### src/core/ucf_params.svh
// Offsets, field positions, reset values and counts of the clock control.
// Assumes a 16-bit plain register port with word addresses in steps of 4.
`ifndef UCF_PARAMS_SVH
`define UCF_PARAMS_SVH
// ==========================================================================
// Register offsets
`define UCF_OFS_FREQ 8'h00
`define UCF_OFS_USB 8'h04
`define UCF_OFS_WCNT 8'h08
`define UCF_OFS_WCSR 8'h0c
`define UCF_OFS_STAT 8'h10
// ==========================================================================
// Write keys in the upper byte
`define UCF_KEY_USB 8'ha5
`define UCF_KEY_WCNT 8'h5a
`define UCF_KEY_WCSR 8'ha5
// ==========================================================================
// Field positions
`define UCF_STC_LSB 8
`define UCF_IFC_LSB 4
`define UCF_PFC_LSB 0
`define UCF_USB_SRC_LSB 6
`define UCF_USB_OSC_BIT 5
`define UCF_WCSR_RUN_BIT 7
`define UCF_STAT_SETTLE_BIT 3
// ==========================================================================
// Reset values
`define UCF_RST_STC 2'h0
`define UCF_RST_IFC 2'h0
`define UCF_RST_PFC 2'h3
`define UCF_RST_USB_SRC 2'h3
`define UCF_RST_USB_OSC 1'h1
`define UCF_RST_WCNT 8'h00
`define UCF_RST_WCSR_CKS 3'h0
// ==========================================================================
// Mode with the external clock pin as input, count prescaler width
`define UCF_MODE_EXT_IN 3'h7
`define UCF_PRE_W 12
`endif

### src/core/ucf_pkg.sv
// Types shared by the clock control block.
// Assumes ucf_params.svh supplies the numeric constants.
package ucf_pkg;
  // Sequencer state: normal run or PLL settling pause
  typedef enum logic [0:0] {
    UCF_ST_RUN = 1'b0,
    UCF_ST_SETTLE = 1'b1
  } ucf_state_t;

  // Frequency settings travelling together
  typedef struct packed {
    logic [1:0] stc;
    logic [1:0] ifc;
    logic [1:0] pfc;
  } ucf_freq_t;

  // USB clock control contents
  typedef struct packed {
    logic [1:0] src;
    logic osc_run;
  } ucf_usb_t;
endpackage : ucf_pkg

### src/core/ucf_clk_div.sv
// Divide-by-1..4 tick generator for one derived clock enable.
// Assumes the code is stable except at clean update points.
`timescale 1ns/100ps
module ucf_clk_div (
  // Clock and reset
  input wire logic i_clk_sys,
  input wire logic i_reset_n,
  // Control
  input wire logic i_run,
  input wire logic [1:0] i_code,
  // Tick out
  output logic o_tick
);
  logic [1:0] cnt_reg;

  // Code n divides by n+1; count is cleared while stopped
  always_ff @(posedge i_clk_sys or negedge i_reset_n)
  begin
    if (!i_reset_n)
    begin
      cnt_reg <= 2'h0;
    end
    else if (!i_run)
    begin
      cnt_reg <= 2'h0;
    end
    else if (cnt_reg >= i_code)
    begin
      cnt_reg <= 2'h0;
    end
    else
    begin
      cnt_reg <= cnt_reg + 2'h1;
    end
  end

  assign o_tick = i_run && (cnt_reg >= i_code);
endmodule : ucf_clk_div

### src/core/ucf_wdt.sv
// Up counter with an eight-way prescaler, timing the PLL settling.
// Assumes load and run come from the register logic of the top.
`timescale 1ns/100ps
`include "ucf_params.svh"
module ucf_wdt (
  // Clock and reset
  input wire logic i_clk_sys,
  input wire logic i_reset_n,
  // Control
  input wire logic i_run,
  input wire logic [2:0] i_cks,
  input wire logic i_load,
  input wire logic [7:0] i_load_val,
  // State
  output logic [7:0] o_count,
  output logic o_ovf
);
  logic [`UCF_PRE_W-1:0] pre_reg;
  logic [`UCF_PRE_W-1:0] mask;
  logic step;

  // Division x1, 1/4, 1/16, 1/32, 1/64, 1/256, 1/1024, 1/4096
  always_comb
  begin
    case (i_cks)
      3'h0: mask = 12'h000;
      3'h1: mask = 12'h003;
      3'h2: mask = 12'h00f;
      3'h3: mask = 12'h01f;
      3'h4: mask = 12'h03f;
      3'h5: mask = 12'h0ff;
      3'h6: mask = 12'h3ff;
      default: mask = 12'hfff;
    endcase
  end

  assign step = i_run && ((pre_reg & mask) == mask); // RULE_17
  assign o_ovf = step && (o_count == 8'hff);

  // Prescaler restarts on load so the settling time starts clean
  always_ff @(posedge i_clk_sys or negedge i_reset_n)
  begin
    if (!i_reset_n)
      pre_reg <= '0;
    else if (i_load)
      pre_reg <= '0;
    else if (i_run)
      pre_reg <= pre_reg + 12'h001;
  end

  // Counter itself; a load wins over a count step
  always_ff @(posedge i_clk_sys or negedge i_reset_n)
  begin
    if (!i_reset_n)
      o_count <= `UCF_RST_WCNT;
    else if (i_load)
      o_count <= i_load_val;
    else if (step)
      o_count <= o_count + 8'h01;
  end
endmodule : ucf_wdt

### src/core/ucf_clock_ctrl.sv
// Clock control: USB clock register, PLL rate and divider changes with a
// watchdog-timed settling pause, and mode pin capture at power-on.
// Assumes i_reset_n is the power-on reset; a manual reset never reaches
// this block, so every register here survives it.
//
// Overview of operation
// RULE_01: Software writes USB clock control as a word with key in upper byte.
// RULE_02: USB source select bits 7:6 reset to 11; 00 stops, 11 external.
// RULE_03: Bit 5 resets to 1 and runs the USB on-chip oscillator.
// RULE_04: Bits 4:0 of USB clock control read zero; software writes zero.
// RULE_05: Only power-on reset initialises USB clock control.
// RULE_06: Software should clear USB clock control when USB is unused.
// RULE_07: Software stops the USB function before changing USB clock control.
// RULE_08: Software runs USB only with peripheral clock above 13 MHz.
// RULE_09: Power-on gives rate one, core divider 00, peripheral divider 11.
// RULE_10: Software stops and preloads the watchdog before a rate change.
// RULE_11: Rate write starts change; dividers written with it apply at end.
// RULE_12: During settling the processor pauses, clocks stop, watchdog counts.
// RULE_13: Watchdog overflow releases new clocks, resumes processor, stops it.
// RULE_14: Divider-only writes never start the settling count.
// RULE_15: Divider-only changes apply at once; software picks legal codes.
// RULE_16: Mode pins are latched only at power-on reset.
// RULE_17: Watchdog counts on one of eight peripheral clock divisions; the code divides i_clk_sys, not the peripheral clock enable.
// RULE_18: Core divider codes 00..11 divide by one to four.
// RULE_19: Peripheral divider codes 00..11 divide by one to four, reset 11.
// RULE_20: Software loads the watchdog count as a word with its key.
// RULE_21: USB clock control ignores wrong-key or non-word writes.
//
// Added by the designer: the address-and-strobe port and the address map.
`timescale 1ns/100ps
`include "ucf_params.svh"
module ucf_clock_ctrl (
  // Clock and power-on reset
  input wire logic i_clk_sys,
  input wire logic i_reset_n,
  // Register port
  input wire logic [7:0] i_addr,
  input wire logic [15:0] i_wr_data,
  input wire logic i_wr,
  input wire logic i_wr_word,
  input wire logic i_rd,
  output logic [15:0] o_rd_data,
  // Mode pins
  input wire logic [2:0] i_clock_mode_pins,
  // Clock control outputs
  output logic o_cpu_pause,
  output logic o_core_clk_en,
  output logic o_periph_clk_en,
  output logic o_ext_clk_out_en,
  output ucf_pkg::ucf_freq_t o_freq,
  output logic [2:0] o_clock_mode,
  // USB clock outputs
  output logic [1:0] o_usb_src_sel,
  output logic o_usb_osc_run
);
  // ========================================================================
  // Declarations
  ucf_pkg::ucf_state_t state_reg;
  ucf_pkg::ucf_state_t state_next;
  ucf_pkg::ucf_freq_t freq_reg;
  ucf_pkg::ucf_freq_t pend_reg;
  ucf_pkg::ucf_freq_t wr_freq;
  ucf_pkg::ucf_usb_t usb_reg;
  logic wdt_run_reg;
  logic [2:0] wdt_cks_reg;
  logic [2:0] mode_reg;
  logic mode_taken_reg;
  logic [15:0] rd_next;
  logic wr_freq_hit;
  logic wr_usb_hit;
  logic wr_wcnt_hit;
  logic wr_wcsr_hit;
  logic rate_change;
  logic wdt_count_en;
  logic [7:0] wdt_count;
  logic wdt_ovf;
  logic settle_done;
  logic [1:0] div_tick;
  logic [1:0] div_code [2];

  // ========================================================================
  // Write decode
  // Each keyed register accepts only a whole word with its own key above
  assign wr_freq_hit = i_wr && (i_addr == `UCF_OFS_FREQ)
    && (state_reg == ucf_pkg::UCF_ST_RUN);
  assign wr_usb_hit = i_wr && i_wr_word && (i_addr == `UCF_OFS_USB)
    && (i_wr_data[15:8] == `UCF_KEY_USB); // RULE_01 RULE_21
  assign wr_wcnt_hit = i_wr && i_wr_word && (i_addr == `UCF_OFS_WCNT)
    && (i_wr_data[15:8] == `UCF_KEY_WCNT); // RULE_20
  assign wr_wcsr_hit = i_wr && i_wr_word && (i_addr == `UCF_OFS_WCSR)
    && (i_wr_data[15:8] == `UCF_KEY_WCSR);

  // Field extraction from a frequency register write
  assign wr_freq.stc = i_wr_data[`UCF_STC_LSB+1:`UCF_STC_LSB];
  assign wr_freq.ifc = i_wr_data[`UCF_IFC_LSB+1:`UCF_IFC_LSB];
  assign wr_freq.pfc = i_wr_data[`UCF_PFC_LSB+1:`UCF_PFC_LSB];

  // Only a new multiplication rate needs the settling pause
  assign rate_change = wr_freq_hit && (wr_freq.stc != freq_reg.stc); // RULE_14

  // ========================================================================
  // Settling sequencer
  assign settle_done = (state_reg == ucf_pkg::UCF_ST_SETTLE) && wdt_ovf;

  always_comb
  begin
    state_next = state_reg;
    case (state_reg)
      ucf_pkg::UCF_ST_RUN:
      begin
        if (rate_change)
          state_next = ucf_pkg::UCF_ST_SETTLE; // RULE_11
      end
      ucf_pkg::UCF_ST_SETTLE:
      begin
        if (wdt_ovf)
          state_next = ucf_pkg::UCF_ST_RUN; // RULE_13
      end
      default:
      begin
        state_next = ucf_pkg::UCF_ST_RUN;
      end
    endcase
  end

  // Sequencer state
  always_ff @(posedge i_clk_sys or negedge i_reset_n)
  begin
    if (!i_reset_n)
      state_reg <= ucf_pkg::UCF_ST_RUN;
    else
      state_reg <= state_next;
  end

  // ========================================================================
  // Frequency settings
  // Rate and dividers written with it wait in pend_reg until the overflow,
  // so the core never sees a divider meant for a rate not yet running.
  always_ff @(posedge i_clk_sys or negedge i_reset_n)
  begin
    if (!i_reset_n)
    begin
      pend_reg.stc <= `UCF_RST_STC;
      pend_reg.ifc <= `UCF_RST_IFC;
      pend_reg.pfc <= `UCF_RST_PFC;
    end
    else if (rate_change)
    begin
      pend_reg <= wr_freq; // RULE_11
    end
  end

  // Active settings
  always_ff @(posedge i_clk_sys or negedge i_reset_n)
  begin
    if (!i_reset_n)
    begin
      freq_reg.stc <= `UCF_RST_STC; // RULE_09
      freq_reg.ifc <= `UCF_RST_IFC; // RULE_09
      freq_reg.pfc <= `UCF_RST_PFC; // RULE_09 RULE_19
    end
    else if (settle_done)
    begin
      freq_reg <= pend_reg; // RULE_13
    end
    else if (wr_freq_hit && !rate_change)
    begin
      freq_reg.ifc <= wr_freq.ifc; // RULE_15
      freq_reg.pfc <= wr_freq.pfc; // RULE_15
    end
  end

  // ========================================================================
  // Watchdog control
  // Run bit is software's outside a pause; the overflow clears it so the
  // counter stops after releasing the clocks.
  always_ff @(posedge i_clk_sys or negedge i_reset_n)
  begin
    if (!i_reset_n)
    begin
      wdt_run_reg <= 1'b0;
      wdt_cks_reg <= `UCF_RST_WCSR_CKS;
    end
    else if (settle_done)
    begin
      wdt_run_reg <= 1'b0; // RULE_13
    end
    else if (wr_wcsr_hit)
    begin
      wdt_run_reg <= i_wr_data[`UCF_WCSR_RUN_BIT];
      wdt_cks_reg <= i_wr_data[2:0];
    end
  end

  // Count while enabled or while timing a settling pause
  assign wdt_count_en = wdt_run_reg
    || (state_reg == ucf_pkg::UCF_ST_SETTLE); // RULE_12

  ucf_wdt u_wdt (
    .i_clk_sys(i_clk_sys),
    .i_reset_n(i_reset_n),
    .i_run(wdt_count_en),
    .i_cks(wdt_cks_reg),
    .i_load(wr_wcnt_hit),
    .i_load_val(i_wr_data[7:0]),
    .o_count(wdt_count),
    .o_ovf(wdt_ovf)
  );

  // ========================================================================
  // Clock dividers
  // Both derived enables come from one divider shape; stopped in a pause
  assign div_code[0] = freq_reg.ifc;
  assign div_code[1] = freq_reg.pfc;

  genvar gi;
  generate
    for (gi = 0; gi < 2; gi = gi + 1)
    begin : g_div
      ucf_clk_div u_div (
        .i_clk_sys(i_clk_sys),
        .i_reset_n(i_reset_n),
        .i_run(state_next == ucf_pkg::UCF_ST_RUN), // RULE_12
        .i_code(div_code[gi]), // RULE_18 RULE_19
        .o_tick(div_tick[gi])
      );
    end
  endgenerate

  // Clock enables and processor pause, registered for clean outputs
  always_ff @(posedge i_clk_sys or negedge i_reset_n)
  begin
    if (!i_reset_n)
    begin
      o_cpu_pause <= 1'b0;
      o_core_clk_en <= 1'b0;
      o_periph_clk_en <= 1'b0;
    end
    else
    begin
      o_cpu_pause <= (state_next == ucf_pkg::UCF_ST_SETTLE); // RULE_12
      o_core_clk_en <= div_tick[0]; // RULE_12
      o_periph_clk_en <= div_tick[1]; // RULE_12
    end
  end

  // ========================================================================
  // Mode pin capture
  // Caught once at the first edge after power-on release, then frozen
  always_ff @(posedge i_clk_sys or negedge i_reset_n)
  begin
    if (!i_reset_n)
    begin
      mode_reg <= 3'h0;
      mode_taken_reg <= 1'b0;
    end
    else if (!mode_taken_reg)
    begin
      mode_reg <= i_clock_mode_pins; // RULE_16
      mode_taken_reg <= 1'b1;
    end
  end

  // External clock pin keeps driving through a pause, except when it is
  // an input in the externally clocked mode
  always_ff @(posedge i_clk_sys or negedge i_reset_n)
  begin
    if (!i_reset_n)
      o_ext_clk_out_en <= 1'b0;
    else
      o_ext_clk_out_en <= mode_taken_reg
        && (mode_reg != `UCF_MODE_EXT_IN); // RULE_12
  end

  // ========================================================================
  // USB clock control
  // Held through manual reset; only the power-on reset touches it
  always_ff @(posedge i_clk_sys or negedge i_reset_n)
  begin
    if (!i_reset_n)
    begin
      usb_reg.src <= `UCF_RST_USB_SRC; // RULE_02 RULE_05
      usb_reg.osc_run <= `UCF_RST_USB_OSC; // RULE_03 RULE_05
    end
    else if (wr_usb_hit)
    begin
      usb_reg.src <= i_wr_data[`UCF_USB_SRC_LSB+1:`UCF_USB_SRC_LSB];
      usb_reg.osc_run <= i_wr_data[`UCF_USB_OSC_BIT]; // RULE_03
    end
  end

  // Prohibited source codes stop the clock rather than pick a source
  always_ff @(posedge i_clk_sys or negedge i_reset_n)
  begin
    if (!i_reset_n)
    begin
      o_usb_src_sel <= `UCF_RST_USB_SRC;
      o_usb_osc_run <= `UCF_RST_USB_OSC;
    end
    else
    begin
      o_usb_src_sel <= (usb_reg.src == 2'h3) ? 2'h3 : 2'h0; // RULE_02
      o_usb_osc_run <= usb_reg.osc_run; // RULE_03
    end
  end

  // ========================================================================
  // Status outputs
  always_ff @(posedge i_clk_sys or negedge i_reset_n)
  begin
    if (!i_reset_n)
    begin
      o_freq.stc <= `UCF_RST_STC;
      o_freq.ifc <= `UCF_RST_IFC;
      o_freq.pfc <= `UCF_RST_PFC;
      o_clock_mode <= 3'h0;
    end
    else
    begin
      o_freq <= freq_reg;
      o_clock_mode <= mode_reg;
    end
  end

  // ========================================================================
  // Read mux
  // Unmapped addresses read zero; reserved bits are never stored
  always_comb
  begin
    rd_next = 16'h0000;
    case (i_addr)
      `UCF_OFS_FREQ:
      begin
        rd_next[`UCF_STC_LSB+1:`UCF_STC_LSB] = freq_reg.stc;
        rd_next[`UCF_IFC_LSB+1:`UCF_IFC_LSB] = freq_reg.ifc;
        rd_next[`UCF_PFC_LSB+1:`UCF_PFC_LSB] = freq_reg.pfc;
      end
      `UCF_OFS_USB:
      begin
        rd_next[`UCF_USB_SRC_LSB+1:`UCF_USB_SRC_LSB] = usb_reg.src;
        rd_next[`UCF_USB_OSC_BIT] = usb_reg.osc_run; // RULE_04
      end
      `UCF_OFS_WCNT:
        rd_next[7:0] = wdt_count;
      `UCF_OFS_WCSR:
      begin
        rd_next[`UCF_WCSR_RUN_BIT] = wdt_run_reg;
        rd_next[2:0] = wdt_cks_reg;
      end
      `UCF_OFS_STAT:
      begin
        rd_next[2:0] = mode_reg;
        rd_next[`UCF_STAT_SETTLE_BIT] =
          (state_reg == ucf_pkg::UCF_ST_SETTLE);
      end
      default:
        rd_next = 16'h0000;
    endcase
  end

  // Read data stands only in the cycle after the strobe
  always_ff @(posedge i_clk_sys or negedge i_reset_n)
  begin
    if (!i_reset_n)
      o_rd_data <= 16'h0000;
    else if (i_rd)
      o_rd_data <= rd_next;
    else
      o_rd_data <= 16'h0000;
  end
endmodule : ucf_clock_ctrl

### config.mk
export PLATFORM = sky130hd
export DESIGN_NAME = ucf_clock_ctrl
export DESIGN_NICKNAME = d
export VERILOG_FILES = /design/src/core/ucf_pkg.sv /design/src/core/ucf_clk_div.sv /design/src/core/ucf_wdt.sv /design/src/core/ucf_clock_ctrl.sv
export VERILOG_INCLUDE_DIRS = /design/src /design/src/core
export SDC_FILE = /design/constraint.sdc
export NUM_CORES = 1
export LEC_CHECK = 0
export BUFFER_PORTS_ARGS = -buffer_cell sky130_fd_sc_hd__buf_2
export CAP_MARGIN = 20
export CORE_ASPECT_RATIO = 1.1
export CORE_UTILIZATION = 59
export DETAILED_ROUTE_END_ITERATION = 8
export HOLD_SLACK_MARGIN = 0.06
export PLACE_DENSITY = 0.85
export SYNTH_ARGS = -nofsm -noshare
export SYNTH_HDL_FRONTEND = slang
export SYNTH_SLANG_ARGS = --single-unit
### constraint.sdc
create_clock -name i_clk_sys -period 5.9 [get_ports i_clk_sys]
set_input_delay 0.295 -clock i_clk_sys [delete_from_list [all_inputs] [get_ports i_clk_sys]]
set_output_delay 0.295 -clock i_clk_sys [all_outputs]
set_load 0.005 [all_outputs]
==> results.cfg <==
[floorplan]
io_pins = 64
rows = 28
die_h_um = 81.6
dieArea_sq_mm = 0.00607
die_w_um = 74.4
fp.coreArea_sq_mm = 0.00547
initial_utilization = 0.622

[synth]
synth_seq_area_share = 0.534
synth_top_area_share = 0.449
syn_avg_cell_area_sq_um = 10.9
synth_top_family_by_area = simple AND/OR/NAND/NOR gates
yosys.area_share.simple = 0.201
synth.distinct_cells = 49
synth_compound_area_frac = 0.0806
synth-edff-count = 0
ys_top_cells_by_area = dfrtp_1, dfstp_2, mux2_2
synthCells = 313
synthArstFlopShare = 1.00
synth_flop_cell = dfrtp_1
muxShareOfSynthArea = 0.0854
netlist_area_sq_mm = 0.00340
synth.largest_area_cell = dfrtp_1
synth_xor_area_frac = 0.0412
yosysWarnings = 0
synthAdderAreaFrac = 0.0221
ys_ff_latch = 72

[timing]
maxSlewViolCount = 0
fin_crit_sh = 0.411
finalSetupTns_ps = 0
max_freq_mhz = 412
post-route-min-period_ps = 2430
tightestPinTransition_ps = 885
rsz0062_at_grt = no
final_hold_viol_count = 0
setup_viol = 0
hold_ws_ps = 131
max_slew_margin = 0.410
clock-skew-final_ps = 7.31

[worst_setup_path]
cp.arrival_ps = 2700
reg2reg_from = wdt_cks_reg[2]$_DFFE_PN0P_
worstPathRequired_ps = 6170
crit_fanout = 11
worstSetupPathType = reg -> reg
crit_path_start_kind = flop
startpoint = wdt_cks_reg[2]$_DFFE_PN0P_
timing.reg2reg.setup_slack_ps = 3470
crit_path_end_kind = flop

[global_routing]
grt_pass1_vias = 2469
grtUsageTotal = 0.257
antenna_found_initial = 0
grt_max_degree = 73
grt_pass1_wl_um = 11300
grt-ovfl-total = 0

[drt]
via_per_inst = 5.62
vias = 2551
firstDrtPassIters = 4
ant_nets = 0
wl_um = 6970
drc = 0
wl_per_cell_um = 15.4
first_iter_violations = 148

[clock_tree]
clk_latency_ps = 350
clkTransAtPathRegs_ps = 70
cts_hold_buf = 0
cts_resized = 0
cts_buffer_depth = 2
cts_num_sinks = 72
htree_levels = 3
cts_setup_buffers = 0
cts_made_buffers = 9
cts_tree = built
ctsRootBufferMaster = clkbuf_8

[cells_and_area]
fin_util = 0.724
areaGrowthSynthToFinish_pct = 16.4
fin_nets = 412
fill_cells = 406
drive_gt1_frac = 0.269
largest_register_ffs = 12
stdcell_area_sq_mm = 0.00396
insertedDiodeCount = 0

[place]
io_buffers = 57
place_area_sq_mm = 0.00372
hpwl_um = 4930
globalplace.congestion = 0.829

[pwr]
power_density_mw_per_mm2 = 335
p_leak_nw = 1.85
worst_ir_drop_vdd_mv = 0.210

[job]
cap_violations = 0

[outcome]
outcome = finished, final reports clean

[min_path]
hold_class = in -> async
cells in the final DEF, fill, tap and decap left out, types with 2 or more instances in the layout:
cell	count
dfrtp_1	61
buf_2	57
nand2_1	41
nor2_1	30
mux2_2	15
dfstp_2	11
nand3_1	10
xnor2_1	9
and3_1	9
mux2_1	9
clkbuf_8	9
inv_1	8
nor2b_1	7
a31oi_1	7
xor2_1	7
conb_1	7
nor4_1	6
o21ai_0	6
ha_1	6
or3_1	5
and2_1	4
or4_1	4
a22oi_1	4
nand4_1	3
nand2b_1	3
a21oi_1	3
a32oi_1	3
or4bb_1	3
bufinv_16	3
a21o_1	2
mux2i_1	2
nor3_1	2
a21boi_0	2
o21ai_1	2
clkinv_2	2
kinds of logic after synthesis:
| kind of cell | Yosys count |
|---|---|
| xor+xnor | 16 |
| flops | 72 |
| compound gates | 38 |
| other cells | 2 |
| mux | 26 |
| simple gates | 132 |
| fa+ha+maj | 6 |
| buf+inv | 21 |
final timing paths:
check | end | cells after the start
max | u_wdt.o_count[6]$_DFFE_PN0P_ | 5
min in group i_clk_sys | pend_reg[1]$_DFFE_PN1P_ | 3
min reg2reg | o_freq[1]$_DFF_PN1_ | 0
max in group asynchronous | u_wdt.pre_reg[1]$_DFFE_PN0P_ | 2
min | u_wdt.pre_reg[5]$_DFFE_PN0P_ | 2
max reg2reg | u_wdt.o_count[6]$_DFFE_PN0P_ | 5
metal layers:
metal	global-route usage	vias to the layer above	wire [um]
li1	-	1212	-
met1	0.328	1246	3080
met2	0.407	73	3390
met3	0.0491	20	283
met4	0.149	0	226
met5	0	-	0
cell usage after synthesis (all sizes together) (2+ instances only):
cell,instances
dfrtp,61
nand2,41
nor2,30
mux2,24
dfstp,11
nand3,10
and3,9
buf,9
xnor2,9
inv,8
o21ai,8
a31oi,7
nor2b,7
xor2,7
ha,6
nor4,6
or3,5
a22oi,4
and2,4
clkbuf,4
or4,4
a21oi,3
a32oi,3
nand2b,3
nand4,3
nor3,3
or4bb,3
a21boi,2
a21o,2
conb,2
mux2i,2
report_power, final:
group,internal (mW),switching (mW)
registers,0.566,0.0845
clock network,0.279,0.184
logic,0.0982,0.115
stage by stage:
step / total power, mW / setup WS (ps) / cells
2_1_floorplan: 0.794 / 3580 / 318
3_3_place_gp: 0.855 / 3380 / 438
3_5_place_dp: 0.869 / 3340 / 438
4_1_cts: 1.33 / 3470 / 454
5_1_grt: 1.40 / 3320 / 454
6_report: 1.33 / 3470 / 454
area by class of cell:
| class | instances | area, sq um | area share |
|---|---|---|---|
| clock inverters | 6 | 108 | 0.0272 |
| well taps | 75 | 93.8 | 0.0237 |
| clock buffers | 10 | 128 | 0.0322 |
| repair buffers | 58 | 293 | 0.0740 |
| multi-input cells | 225 | 1490 | 0.377 |
| flip-flops and latches | 72 | 1820 | 0.459 |
| inverters | 8 | 30.0 | 0.00759 |
worst max-delay path: stages, from the launching register on:
cell and delay (ps):
dfrtp_1 450, or3_1 380, a221o_1 400, a211o_1 370
or4_1 550, a31oi_1 190
Power figures use the tool's default switching activity.
